File: src/hdl/twsc_pkg.sv
// Constants and types for the three-wire synthesizer control port.
// Assumes a single 50 MHz system clock and asynchronous reset.
`default_nettype none
package twsc_pkg;

    localparam int          CLK_HZ        = 50000000;
    localparam int          WORD_BITS     = 27;
    localparam int          CNT_W         = 5;

    // Bit counts at which the fields latch and the counter saturates
    localparam logic [4:0]  BAND_LATCH    = 5'h04;
    localparam logic [4:0]  DIV_LATCH     = 5'h13;
    localparam logic [4:0]  CTRL_LATCH    = 5'h1A;
    localparam logic [4:0]  CNT_FULL      = 5'h1B;

    // Field widths
    localparam int          BAND_W        = 4;
    localparam int          DIV_W         = 15;
    localparam int          CTRL_W        = 7;
    localparam int          REF_W         = 7;

    // Test select codes
    localparam logic [2:0]  TEST_CMP      = 3'h0;
    localparam logic [2:0]  TEST_NORMAL   = 3'h1;
    localparam logic [2:0]  TEST_REF_CNT  = 3'h4;
    localparam logic [2:0]  TEST_REF_HALF = 3'h5;

    // Reference divide ratios
    localparam logic [6:0]  REF_DIV_00    = 7'h0C;
    localparam logic [6:0]  REF_DIV_01    = 7'h10;
    localparam logic [6:0]  REF_DIV_10    = 7'h40;
    localparam logic [6:0]  REF_DIV_11    = 7'h50;

    // Values after reset
    localparam logic [3:0]  BAND_RST      = 4'h0;
    localparam logic [14:0] DIV_RST       = 15'h0400;
    localparam logic [26:0] WORD_RST      = 27'h0000000;

    typedef struct packed {
        logic       pump_current_sel;
        logic [2:0] test_select;
        logic [1:0] ref_divide_sel;
        logic       tuning_amp_off;
    } twsc_ctrl_t;

    localparam twsc_ctrl_t  CTRL_RST      = '{1'b0, TEST_NORMAL, 2'h0, 1'b0};

endpackage : twsc_pkg
`default_nettype wire

File: src/hdl/twsc_sync.sv
// Two-stage synchroniser for one asynchronous pin.
// Assumes the pin is stable for several system clocks.
`timescale 1ns/1ps
`default_nettype none
module twsc_sync (
    input  wire logic clk,
    input  wire logic rst,
    input  wire logic d,
    output logic      q
);
    logic meta_r;

    always_ff @(posedge clk or posedge rst) begin
        if (rst) begin
            meta_r <= 1'b0;
            q      <= 1'b0;
        end else begin
            meta_r <= d;
            q      <= meta_r;
        end
    end
endmodule : twsc_sync
`default_nettype wire

File: src/hdl/twsc_div.sv
// Programmable divider of an input tick stream.
// Assumes tick is a one-cycle enable in the clk domain; ratio >= 2.
`timescale 1ns/1ps
`default_nettype none
module twsc_div #(
    parameter int WIDTH = 15
) (
    input  wire logic             clk,
    input  wire logic             rst,
    input  wire logic             tick,
    input  wire logic [WIDTH-1:0] ratio,
    output logic                  pulse
);
    logic [WIDTH-1:0] cnt_r;
    logic [WIDTH-1:0] cnt_nxt;
    logic             wrap;

    assign wrap    = tick && (cnt_r >= ratio - WIDTH'(1));
    assign cnt_nxt = wrap ? '0 : cnt_r + WIDTH'(1);

    always_ff @(posedge clk or posedge rst) begin
        if (rst) begin
            cnt_r <= '0;
            pulse <= 1'b0;
        end else begin
            pulse <= wrap;
            if (tick) begin
                cnt_r <= cnt_nxt;
            end
        end
    end
endmodule : twsc_div
`default_nettype wire

File: src/hdl/twsc_top.sv
// Three-wire serial control port with divider, lock and test logic.
// Assumes bus pins are asynchronous and far slower than CLOCK;
// XTAL_TICK and RF_TICK are enables already in the CLOCK domain.
`timescale 1ns/1ps
`default_nettype none
// Functional notes
// - Select pin high picks three-wire bus
// - Whole setup is one 27-bit word
// - Shift data on clock fall during enable
// - 27th fall validates the last 27 bits
// - Band bits latch at 5th bit rise
// - Divide ratio latches at 20th bit rise
// - Control field latches at 27th fall
// - Order: ignored, band 4..1, DIVIDE_RATIO_BITS, control
// - Pump select picks low or high current
// - Test codes route reference and counter outputs
// - Code 000 runs phase comparator test
// - Reference divides crystal by 12/16/64/80
// - Amp off disables amp, output low
// - Output frequency is reference times N
// - Level pin becomes lock output here
// - Lock output low locked, high unlocked
module twsc_top
    import twsc_pkg::*;
(
    input  wire logic              CLOCK,
    input  wire logic              SYS_RST,
    input  wire logic              INTERFACE_SELECT_PIN,
    input  wire logic              THREE_WIRE_CLOCK_IN,
    input  wire logic              SERIAL_DATA_IN,
    input  wire logic              FRAME_ENABLE_IN,
    input  wire logic              XTAL_TICK,
    input  wire logic              RF_TICK,
    output logic                   THREE_WIRE_MODE,
    output logic [3:0]             BAND_OUT,
    output logic [14:0]            DIVIDE_RATIO,
    output twsc_pkg::twsc_ctrl_t   CTRL,
    output logic [26:0]            PROGRAM_WORD,
    output logic                   PUMP_HIGH_CURRENT,
    output logic                   TUNE_AMP_EN,
    output logic                   TUNE_FORCE_LOW,
    output logic                   LOCK_OUT,
    output logic                   LOCK_OE,
    output logic                   COMPARATOR_CHECK_OUT
);
    import twsc_pkg::*;

    ////////////////////////////////////////////////////////////////////////
    // Pin synchronisers

    logic [3:0] pin_raw;
    logic [3:0] pin_s;

    assign pin_raw = {INTERFACE_SELECT_PIN, FRAME_ENABLE_IN,
                      THREE_WIRE_CLOCK_IN, SERIAL_DATA_IN};

    for (genvar i = 0; i < 4; i++) begin : g_sync
        twsc_sync u_sync (
            .clk (CLOCK),
            .rst (SYS_RST),
            .d   (pin_raw[i]),
            .q   (pin_s[i])
        );
    end

    logic sel_s;
    logic en_s;
    logic cl_s;
    logic da_s;
    logic cl_d_r;

    assign sel_s = pin_s[3];
    assign en_s  = pin_s[2];
    assign cl_s  = pin_s[1];
    assign da_s  = pin_s[0];

    ////////////////////////////////////////////////////////////////////////
    // Edge decode

    logic mode3;
    logic active;
    logic fall_evt;
    logic rise_evt;

    assign mode3    = sel_s;
    assign active   = mode3 && en_s;
    assign fall_evt = active && cl_d_r && !cl_s;
    assign rise_evt = active && !cl_d_r && cl_s;

    ////////////////////////////////////////////////////////////////////////
    // Shift register and bit counter

    logic [26:0]      sr_r;
    logic [26:0]      sr_nxt;
    logic [CNT_W-1:0] cnt_r;
    logic [CNT_W-1:0] cnt_nxt;
    logic             cnt_sat;

    assign sr_nxt  = {sr_r[25:0], da_s};
    assign cnt_sat = (cnt_r == CNT_FULL);
    assign cnt_nxt = cnt_sat ? cnt_r : cnt_r + CNT_W'(1);

    always_ff @(posedge CLOCK or posedge SYS_RST) begin
        if (SYS_RST) begin
            cl_d_r <= 1'b0;
            sr_r   <= WORD_RST;
            cnt_r  <= '0;
        end else begin
            cl_d_r <= cl_s;
            if (!active) begin
                cnt_r <= '0;
            end else if (fall_evt) begin
                sr_r  <= sr_nxt;
                cnt_r <= cnt_nxt;
            end
        end
    end

    ////////////////////////////////////////////////////////////////////////
    // Field latches

    logic band_hit;
    logic div_hit;
    logic ctrl_hit;

    logic [3:0]  band_r;
    logic [14:0] div_r;
    twsc_ctrl_t  ctrl_r;
    twsc_ctrl_t  ctrl_nxt;
    logic [26:0] word_r;

    assign band_hit = rise_evt && (cnt_r == BAND_LATCH);
    assign div_hit  = rise_evt && (cnt_r == DIV_LATCH);
    assign ctrl_hit = fall_evt && (cnt_r == CTRL_LATCH);
    assign ctrl_nxt = twsc_ctrl_t'(sr_nxt[6:0]);

    always_ff @(posedge CLOCK or posedge SYS_RST) begin
        if (SYS_RST) begin
            band_r <= BAND_RST;
            div_r  <= DIV_RST;
            ctrl_r <= CTRL_RST;
            word_r <= WORD_RST;
        end else begin
            if (band_hit) begin
                band_r <= {sr_r[2:0], da_s};
            end
            if (div_hit) begin
                div_r <= {sr_r[13:0], da_s};
            end
            if (ctrl_hit) begin
                ctrl_r <= ctrl_nxt;
                word_r <= sr_nxt;
            end
        end
    end

    ////////////////////////////////////////////////////////////////////////
    // Reference divider and programmable counter

    logic [REF_W-1:0] ref_ratio;
    logic             ref_pulse;
    logic             cnt_pulse;

    assign ref_ratio = (ctrl_r.ref_divide_sel == 2'h0) ? REF_DIV_00 :
                       (ctrl_r.ref_divide_sel == 2'h1) ? REF_DIV_01 :
                       (ctrl_r.ref_divide_sel == 2'h2) ? REF_DIV_10 :
                                                         REF_DIV_11;

    twsc_div #(.WIDTH(REF_W)) u_ref_div (
        .clk   (CLOCK),
        .rst   (SYS_RST),
        .tick  (XTAL_TICK),
        .ratio (ref_ratio),
        .pulse (ref_pulse)
    );

    twsc_div #(.WIDTH(DIV_W)) u_prog_div (
        .clk   (CLOCK),
        .rst   (SYS_RST),
        .tick  (RF_TICK),
        .ratio (div_r),
        .pulse (cnt_pulse)
    );

    ////////////////////////////////////////////////////////////////////////
    // Lock detector: one counter pulse per reference period

    logic [1:0] seen_r;
    logic [1:0] seen_nxt;
    logic       locked_r;

    assign seen_nxt = (seen_r == 2'h3) ? seen_r : seen_r + 2'h1;

    always_ff @(posedge CLOCK or posedge SYS_RST) begin
        if (SYS_RST) begin
            seen_r   <= 2'h0;
            locked_r <= 1'b0;
        end else if (ref_pulse) begin
            locked_r <= ((seen_r + {1'b0, cnt_pulse}) == 2'h1);
            seen_r   <= 2'h0;
        end else if (cnt_pulse) begin
            seen_r   <= seen_nxt;
        end
    end

    ////////////////////////////////////////////////////////////////////////
    // Test signals and output mux

    logic ref_sq_r;
    logic cnt_sq_r;
    logic half_sq_r;

    always_ff @(posedge CLOCK or posedge SYS_RST) begin
        if (SYS_RST) begin
            ref_sq_r  <= 1'b0;
            cnt_sq_r  <= 1'b0;
            half_sq_r <= 1'b0;
        end else begin
            if (ref_pulse) begin
                ref_sq_r <= !ref_sq_r;
            end
            if (cnt_pulse) begin
                cnt_sq_r <= !cnt_sq_r;
                if (cnt_sq_r) begin
                    half_sq_r <= !half_sq_r;
                end
            end
        end
    end

    logic       test_ref;
    logic       test_half;
    logic       test_cmp;
    logic [3:0] band_nxt;
    logic       lock_nxt;
    logic       cmp_nxt;

    assign test_ref  = (ctrl_r.test_select == TEST_REF_CNT);
    assign test_half = (ctrl_r.test_select == TEST_REF_HALF);
    assign test_cmp  = (ctrl_r.test_select == TEST_CMP);

    assign band_nxt = test_ref  ? {ref_sq_r, band_r[2], cnt_sq_r, band_r[0]} :
                      test_half ? {ref_sq_r, band_r[2], half_sq_r, band_r[0]} :
                                  band_r;
    assign lock_nxt = !locked_r;
    assign cmp_nxt  = test_cmp && mode3 && (da_s ^ cl_s);

    always_ff @(posedge CLOCK or posedge SYS_RST) begin
        if (SYS_RST) begin
            BAND_OUT             <= BAND_RST;
            LOCK_OUT             <= 1'b1;
            COMPARATOR_CHECK_OUT <= 1'b0;
        end else begin
            BAND_OUT             <= band_nxt;
            LOCK_OUT             <= lock_nxt;
            COMPARATOR_CHECK_OUT <= cmp_nxt;
        end
    end

    assign THREE_WIRE_MODE   = mode3;
    assign LOCK_OE           = mode3;
    assign DIVIDE_RATIO      = div_r;
    assign CTRL              = ctrl_r;
    assign PROGRAM_WORD      = word_r;
    assign PUMP_HIGH_CURRENT = ctrl_r.pump_current_sel;
    assign TUNE_AMP_EN       = !ctrl_r.tuning_amp_off;
    assign TUNE_FORCE_LOW    = ctrl_r.tuning_amp_off;

    ////////////////////////////////////////////////////////////////////////
    // Assertions

    property p_shift;
        @(posedge CLOCK) disable iff (SYS_RST)
        fall_evt |=> sr_r == {$past(sr_r[25:0]), $past(da_s)};
    endproperty
    a_shift: assert property (p_shift) else $error("shift wrong");

    property p_band;
        @(posedge CLOCK) disable iff (SYS_RST)
        band_hit |=> band_r == $past({sr_r[2:0], da_s});
    endproperty
    a_band: assert property (p_band) else $error("band latch wrong");

    property p_div;
        @(posedge CLOCK) disable iff (SYS_RST)
        div_hit |=> div_r == $past({sr_r[13:0], da_s});
    endproperty
    a_div: assert property (p_div) else $error("divider latch wrong");

    property p_ctrl;
        @(posedge CLOCK) disable iff (SYS_RST)
        (fall_evt && cnt_r == CTRL_LATCH) |=> ctrl_r == $past(sr_nxt[6:0]) && word_r == sr_r;
    endproperty
    a_ctrl: assert property (p_ctrl) else $error("control latch wrong");

    property p_hold;
        @(posedge CLOCK) disable iff (SYS_RST)
        !active |=> $stable(band_r) && $stable(div_r) && $stable(ctrl_r);
    endproperty
    a_hold: assert property (p_hold) else $error("fields moved idle");

    property p_lockpin;
        @(posedge CLOCK) disable iff (SYS_RST)
        LOCK_OE == sel_s;
    endproperty
    a_lockpin: assert property (p_lockpin) else $error("lock pin enable wrong");

    property p_lock;
        @(posedge CLOCK) disable iff (SYS_RST)
        ##1 LOCK_OUT == !$past(locked_r);
    endproperty
    a_lock: assert property (p_lock) else $error("lock level wrong");

    property p_amp;
        @(posedge CLOCK) disable iff (SYS_RST)
        ctrl_r.tuning_amp_off |-> !TUNE_AMP_EN && TUNE_FORCE_LOW;
    endproperty
    a_amp: assert property (p_amp) else $error("amp off wrong");

    property p_ref;
        @(posedge CLOCK) disable iff (SYS_RST)
        ctrl_r.ref_divide_sel == 2'h3 |-> ref_ratio == 7'h50;
    endproperty
    a_ref: assert property (p_ref) else $error("ref ratio wrong");

endmodule : twsc_top
`default_nettype wire

File: config.mk
export PLATFORM = sky130hd
export DESIGN_NAME = twsc_top
export DESIGN_NICKNAME = d
export VERILOG_FILES = /design/src/hdl/twsc_pkg.sv /design/src/hdl/twsc_sync.sv /design/src/hdl/twsc_div.sv /design/src/hdl/twsc_top.sv
export SDC_FILE = /design/constraint.sdc
export NUM_CORES = 1
export LEC_CHECK = 0
export ABC_CLOCK_PERIOD_IN_PS = 4400
export BUFFER_PORTS_ARGS = -buffer_cell sky130_fd_sc_hd__buf_2
export CAP_MARGIN = 10
export CORE_AREA = 3 3 109 111
export CTS_CLUSTER_SIZE = 8
export DETAILED_ROUTE_END_ITERATION = 10
export DIE_AREA = 0 0 112 114
export GPL_ROUTABILITY_DRIVEN = 0
export PLACE_DENSITY = 0.86
export SLEW_MARGIN = 10
export SYNTH_ARGS = -nofsm -noshare
export SYNTH_HDL_FRONTEND = slang
export SYNTH_SLANG_ARGS = --single-unit
File: constraint.sdc
create_clock -name CLOCK -period 4.4 [get_ports CLOCK]
set_input_delay 0.88 -clock CLOCK [delete_from_list [all_inputs] [get_ports CLOCK]]
set_output_delay 0.88 -clock CLOCK [all_outputs]
set_load 0.02 [all_outputs]
==> impl_metrics.yaml, run 1 <==
yosys:
  ys_types: 46
  synth_warnings: 0
  synth_xor_area_frac: 0.0588
  yosys.area.top_type: "dfrtp_1"
  avgSynthCellArea_um2: 10.2
  netlist_top_cells_area: "dfrtp_1, nand2_1, ha_1"
  synth-simple-area-share: 0.212
  synth_top_family_by_area: "simple AND/OR/NAND/NOR gates"
  ys_ff_latch: 123
  muxShareOfSynthArea: 0.0535
  synth_seq_area_share: 0.545
  yosys.area_share.adder: 0.0597
  netlist_area_um2: 5660
  synth_compound_area_frac: 0.0345
  synth_nets: 591
  synth_top_cell_area_share: 0.531
  syn_inst: 556
floorplanning:
  dieHeight_um: 114
  coreArea_um2: 10900
  initial_core_util: 0.520
  num_rows: 38
  die_x_um: 112
  io_pins: 68
  die_area_um2: 12800
timing:
  hold_viol: 0
  rsz0062_at_grt: "no"
  setup_viol: 0
  max_freq_ghz: 0.332
  slew_viol_final: 0
  setup_tns_ns: 0
  relSlewSlack: 0.222
  period_minus_slack_ns: 3.01
  finalCritPeriodShare: 0.685
  fin_ws_ns: 1.39
  worst_slew_pin_slew_ns: 1.17
  skew_ns: 0.00587
global_route:
  grt_pass1_vias: 4258
  grt_max_degree: 81
  grt_usage: 0.197
  antenna_found_initial: 0
  grt_pass1_wl_um: 20300
  grt_remaining_overflow: 0
setup_path:
  cp_cell_sequence: "nor3_1 > and3b_1 > nand2_1 > nor3_1 > xnor2_1 > ha_1 > a211oi_1 > nor2_1 > nor2_1 > o211ai_2 > or3_1 > o221ai_1"
  critPathKind: "flop to flop"
  endpoint: "u_prog_div.cnt_r[3]$_DFFE_PP0P_"
  reg2reg_to: "u_prog_div.cnt_r[3]$_DFFE_PP0P_"
  reg2reg_from: "DIVIDE_RATIO[5]$_DFFE_PP0P_"
  path_buf_inv: 0
  crit_slowest_cell: "dfrtp_1"
  crit_cells: 12
  cp.required_ns: 4.82
  crit_start: "DIVIDE_RATIO[5]$_DFFE_PP0P_"
  endpoint_kind: "flop"
  worstPathMaxFanout: 4
  cp.arrival_ns: 3.43
  start_kind: "flop"
  cp_top_family: "simple AND/OR/NAND/NOR gates"
  critPathMaxStageDelay_ns: 0.43
  reg2reg_slack_ns: 1.39
  reg2reg_depth: 12
finish:
  area_growth_pct: 17.5
  layout.nets: 658
  final_cell_count_no_fill: 776
  drive_above_1_share: 0.217
  diodes: 0
  final_area_um2: 6650
power:
  ir_drop_mv: 0.262
  power_density_nw_per_um2: 441
  p_leak_nw: 3.61
drt:
  vias: 4109
  vias_per_cell: 5.30
  drt_iter0_drc: 257
  dr.pass1.iters: 4
  drc: 0
  wl_um: 12000
  routedWlPerCell_um: 15.5
  antenna_left: 0
placed_design:
  placed_area_um2: 6040
  hpwl_um: 7990
  port_buffers: 67
  placedCellCount: 744
  place_ws_ns: 1.47
run_status:
  status: "completed"
cts:
  path_clk_slew_ns: 0.06
  cts.sinks: 123
  cts_hold_buf: 0
  htreeDepth: 4
  cts-root-buf: "clkbuf_8"
  tritoncts: "done"
  clockBufferDepth: 2
  cts_setup_buffers: 0
  cts_buffers: 17
  clock_latency_ns: 0.52
  cts_resized: 0
hold_path:
  hold_class: "flop to flop"
job:
  drv_cap: 0
-- Yosys cell counts, drive strengths merged --
master and number:
nand2 185, dfrtp 120, nor2 44, ha 27, xnor2 21, buf 20
mux2 20, xor2 17, inv 13, o21ai 12, nand3 10, nand4 10
a21oi 9, nor4 5, mux2i 4, nor3 4, clkbuf 3, dfstp 3
nand2b 3, nor2b 3, a21o 2, nand4b 2, nor3b 2, o22ai 2
or3 2, a211oi 1, a221oi 1, a31oi 1, and2 1, and2b 1
and3 1, and3b 1, nor4b 1, o211ai 1, o221ai 1, o31a 1
or2 1, or2b 1
-- worst min-delay path by stage --
stage                                            startpoint                      endpoint  slack [ns]  cells past startpoint
after floorplan           g_sync[0].u_sync.meta_r$_DFF_PP0_  g_sync[0].u_sync.q$_DFF_PP0_        0.33                      0
after global placement    g_sync[3].u_sync.meta_r$_DFF_PP0_  g_sync[3].u_sync.q$_DFF_PP0_        0.33                      0
after detailed placement  g_sync[1].u_sync.meta_r$_DFF_PP0_  g_sync[1].u_sync.q$_DFF_PP0_        0.34                      0
after CTS                 g_sync[1].u_sync.meta_r$_DFF_PP0_  g_sync[1].u_sync.q$_DFF_PP0_        0.35                      0
after global routing      g_sync[2].u_sync.meta_r$_DFF_PP0_  g_sync[2].u_sync.q$_DFF_PP0_        0.36                      0
final                     g_sync[3].u_sync.meta_r$_DFF_PP0_  g_sync[3].u_sync.q$_DFF_PP0_        0.35                      0
-- registers in the layout, indices dropped and copies added (netlist names), 2 cells and up --
register	flops
BAND_OUT	4
CTRL	3
DIVIDE_RATIO	15
PROGRAM_WORD	25
band_r	4
cnt_r	5
g_sync.u_sync.meta_r	4
g_sync.u_sync.q	4
seen_r	2
sr_r	26
u_prog_div.cnt_r	15
u_ref_div.cnt_r	7
-- power breakdown --
group / internal, mW / leakage [nW] / switching, mW
sequential: 1.20 / 1.65 / 0.0952
clock: 0.895 / 0.279 / 0.518
combinational: 0.0927 / 1.68 / 0.129
total: 2.19 / 3.61 / 0.742
-- routing by layer --
layer,track usage,part of all wire,routed length (um)
met1,0.251,0.42,5090
met2,0.318,0.50,5950
met3,0.0520,0.051,617
met4,0.0897,0.028,340
met5,0,0,0
-- cells in the final DEF, fill, tap and decap left out, drive strengths merged, types with 2 or more instances in the layout --
cell and n:
a21o 2, a21oi 9, buf 71, bufinv 3
clkbuf 19, clkinv 2, clkinvlp 6, dfrtp 120
dfstp 3, ha 27, inv 15, mux2 20
mux2i 4, nand2 185, nand2b 3, nand3 10
nand4 10, nand4b 2, nor2 44, nor2b 3
nor3 4, nor3b 2, nor4 5, o21ai 12
o22ai 2, or3 2, xnor2 21, xor2 17
-- layout make-up --
type | count | area (um^2)
clock buffer | 19 | 442
multi-input combinational | 397 | 2370
clock inverter | 13 | 166
inverter | 13 | 51.3
sequential | 123 | 3080
timing repair buffer | 71 | 365
fill | 788 | 4240
tap | 140 | 175
-- cells by family (layout without fill, tap and decap cells) --
family	after synthesis	in the layout
xor gates and xnor gates	38	38
adders and majority gates	27	27
AOI/OAI and AO/OA	31	31
muxes	24	24
DFF	123	123
and+or+nand+nor	277	277
buffers and inverters	36	116
-- worst reg2reg max path, cell delays in order, from the launching register on --
cell	delay, ns
dfrtp_1	0.43
nor3_1	0.35
and3b_1	0.27
nand2_1	0.12
nor3_1	0.20
xnor2_1	0.16
ha_1	0.27
a211oi_1	0.21
nor2_1	0.07
nor2_1	0.22
o211ai_2	0.15
or3_1	0.38
o221ai_1	0.09
-- metrics by stage --
stage | total power, mW | util | hold slack [ns]
2_1_floorplan | 1.46 | - | 0.331
3_3_place_gp | 1.51 | 0.555 | 0.333
3_5_place_dp | 1.53 | 0.555 | 0.338
4_1_cts | 2.95 | 0.611 | 0.351
5_1_grt | 3.05 | 0.611 | 0.361
6_report | 2.93 | 0.611 | 0.350
No activity file was read; power rests on OpenSTA's default activity.
==> run 2, diff against run 1 <==
--- a/config.mk
+++ b/config.mk
@@ -5,15 +5,15 @@
 export SDC_FILE = /design/constraint.sdc
 export NUM_CORES = 1
 export LEC_CHECK = 0
-export ABC_CLOCK_PERIOD_IN_PS = 4400
+export ABC_CLOCK_PERIOD_IN_PS = 3130
 export BUFFER_PORTS_ARGS = -buffer_cell sky130_fd_sc_hd__buf_2
 export CAP_MARGIN = 10
-export CORE_AREA = 3 3 109 111
+export CORE_AREA = 3 3 103 105
 export CTS_CLUSTER_SIZE = 8
 export DETAILED_ROUTE_END_ITERATION = 10
-export DIE_AREA = 0 0 112 114
+export DIE_AREA = 0 0 106 108
 export GPL_ROUTABILITY_DRIVEN = 0
-export PLACE_DENSITY = 0.86
+export PLACE_DENSITY = 0.91
 export SLEW_MARGIN = 10
 export SYNTH_ARGS = -nofsm -noshare
 export SYNTH_HDL_FRONTEND = slang
==> constraint.sdc (replaced) <==
create_clock -name CLOCK -period 3.13 [get_ports CLOCK]
set_input_delay 0.626 -clock CLOCK [delete_from_list [all_inputs] [get_ports CLOCK]]
set_output_delay 0.626 -clock CLOCK [all_outputs]
set_load 0.02 [all_outputs]
==> run 2 against run 1 <==
  * Combinational power grew 47%
  * Utilization rose by 7.6 points
  * Final cell count fell by 0.77%
  * Clock power is 44% higher
  * Power grew 43%
  * Worst hold slack lost 0.15 ns
  * Flip-flop and latch count stayed put
  * Die area decreased by 10%
  * Sequential power rose by 40%
  * Sequential share of layout area decreased by 0.24 points
  * Critical endpoint is now u_prog_div.cnt_r[4]$_DFFE_PP0P_
  * Largest cell class unchanged
==> impl_metrics.yaml, run 2 (same netlist as run 1, synthesis figures left out) <==
setup_path:
  endpoint_kind: "flop"
  critPathKind: "flop to flop"
  start_kind: "flop"
  worstPathMaxFanout: 11
  cp.arrival_ns: 3.33
  cp.required_ns: 3.54
global_route:
  grt_max_degree: 124
  grt_pass1_vias: 4473
  grt_usage: 0.250
  grt_pass1_wl_um: 22200
  grt_remaining_overflow: 0
  antenna_found_initial: 0
finish:
  layout_commonest_cell: "nand2_1"
  regMostFlops: "sr_r"
  drive_above_1_share: 0.223
  largest_reg_flops: 26
  final_area_um2: 6680
  area_growth_pct: 18.2
  post-route-util: 0.687
  seq_area_um2: 3080
  fill_cells: 638
  final_cell_count_no_fill: 770
  multiInputGateArea_um2: 2380
  mostFrequentLayoutCells: "nand2_1, dfrtp_1, buf_2, nor2_1, ha_1"
  diodes: 0
  layout.nets: 659
cts:
  cts_hold_buf: 0
  path_clk_slew_ns: 0.06
  clock_latency_ns: 0.53
  clockBufferDepth: 2
  cts_resized: 0
  tritoncts: "done"
  htreeDepth: 4
  cts_buffers: 17
  cts_setup_buffers: 0
  cts.sinks: 123
  cts-root-buf: "clkbuf_8"
power:
  pwr-share-clk: 0.485
  power_density_nw_per_um2: 625
  p_leak_nw: 3.64
  seq_power_share: 0.437
  p_int_mw: 3.10
  p_sw_mw: 1.08
  ir_drop_mv: 0.368
  p_comb_frac: 0.078
  p_total_mw: 4.18
  swShare: 0.257
timing:
  skew_ns: 0.00896
  relSlewSlack: 0.355
  fin_ws_ns: 0.216
  max_freq_ghz: 0.343
  period_minus_slack_ns: 2.91
  worst_hold_slack_ns: 0.196
  setup_viol: 0
  setup_tns_ns: 0
  rsz0062_at_grt: "no"
  slew_viol_final: 0
  finalCritPeriodShare: 0.931
  hold_viol: 0
  worst_slew_pin_slew_ns: 0.963
placed_design:
  hpwl_um: 8210
  placedCellCount: 738
  port_buffers: 67
  place_ws_ns: 0.231
  placed_area_um2: 6050
floorplanning:
  die_area_um2: 11400
  io_pins: 68
  die_x_um: 106
  coreArea_um2: 9730
  initial_core_util: 0.581
  num_rows: 36
  dieHeight_um: 108
drt:
  vias_per_cell: 5.61
  drt_iter0_drc: 350
  vias: 4317
  dr.pass1.iters: 8
  drc: 0
  routedWlPerCell_um: 17.2
  antenna_left: 0
  wl_um: 13200
hold_path:
  hold_class: "primary input to flop"
run_status:
  status: "completed"
job:
  drv_cap: 0
run 2: cell types whose count changed in the layout (fill, tap and decap cells not counted), sizes merged:
cell	delta
clkbuf	+1
buf	+1
inv	-1
clkinv	+2
clkinvlp	-2
run 2: worst max-delay path, stage by stage, from the launching register on:
cell,delay [ns]
dfrtp_1,0.44
nor3_2,0.28
and3b_1,0.25
nand2_1,0.13
xor2_1,0.18
ha_1,0.33
nand2_1,0.11
nor4_1,0.37
a221oi_2,0.16
o21ai_2,0.21
and2_4,0.25
nor2_1,0.07
run 2: worst paths after layout:
kind	cells past startpoint	startpoint	endpoint	slack (ns)
setup / recovery	11	DIVIDE_RATIO[5]$_DFFE_PP0P_	u_prog_div.cnt_r[4]$_DFFE_PP0P_	0.22
hold / removal	1	SERIAL_DATA_IN	g_sync[0].u_sync.meta_r$_DFF_PP0_	0.20
setup reg to reg	11	DIVIDE_RATIO[5]$_DFFE_PP0P_	u_prog_div.cnt_r[4]$_DFFE_PP0P_	0.22
hold reg to reg	0	g_sync[3].u_sync.meta_r$_DFF_PP0_	g_sync[3].u_sync.q$_DFF_PP0_	0.35
max in group asynchronous	3	SYS_RST	band_r[2]$_DFFE_PP0P_	2.39
min in group asynchronous	3	SYS_RST	sr_r[12]$_DFFE_PP0P_	0.28
run 2: area by class of cell:
class | instances | share of cell area
Multi-Input combinational cell | 397 | 0.356
Clock inverter | 12 | 0.0241
Clock buffer | 20 | 0.0681
Timing Repair Buffer | 72 | 0.0577
Tap cell | 133 | 0.0249
Sequential cell | 123 | 0.461
Inverter | 13 | 0.00786
run 2: per-layer routing:
layer | routed length [um] | global-route usage
met3 | 798 | 0.0758
met1 | 5220 | 0.294
met2 | 6760 | 0.423
met4 | 466 | 0.120
met5 | 0 | 0
run 2: power by group through the flow:
| stage | Sequential (mW) | Clock (mW) | Combinational (mW) |
|---|---|---|---|
| detailed placement | 1.84 | 0 | 0.318 |
| global route | 1.84 | 2.12 | 0.372 |
| finish | 1.82 | 2.03 | 0.327 |
| CTS | 1.82 | 2.04 | 0.324 |
| floorplan | 1.81 | 0 | 0.243 |
| global placement | 1.83 | 0 | 0.284 |
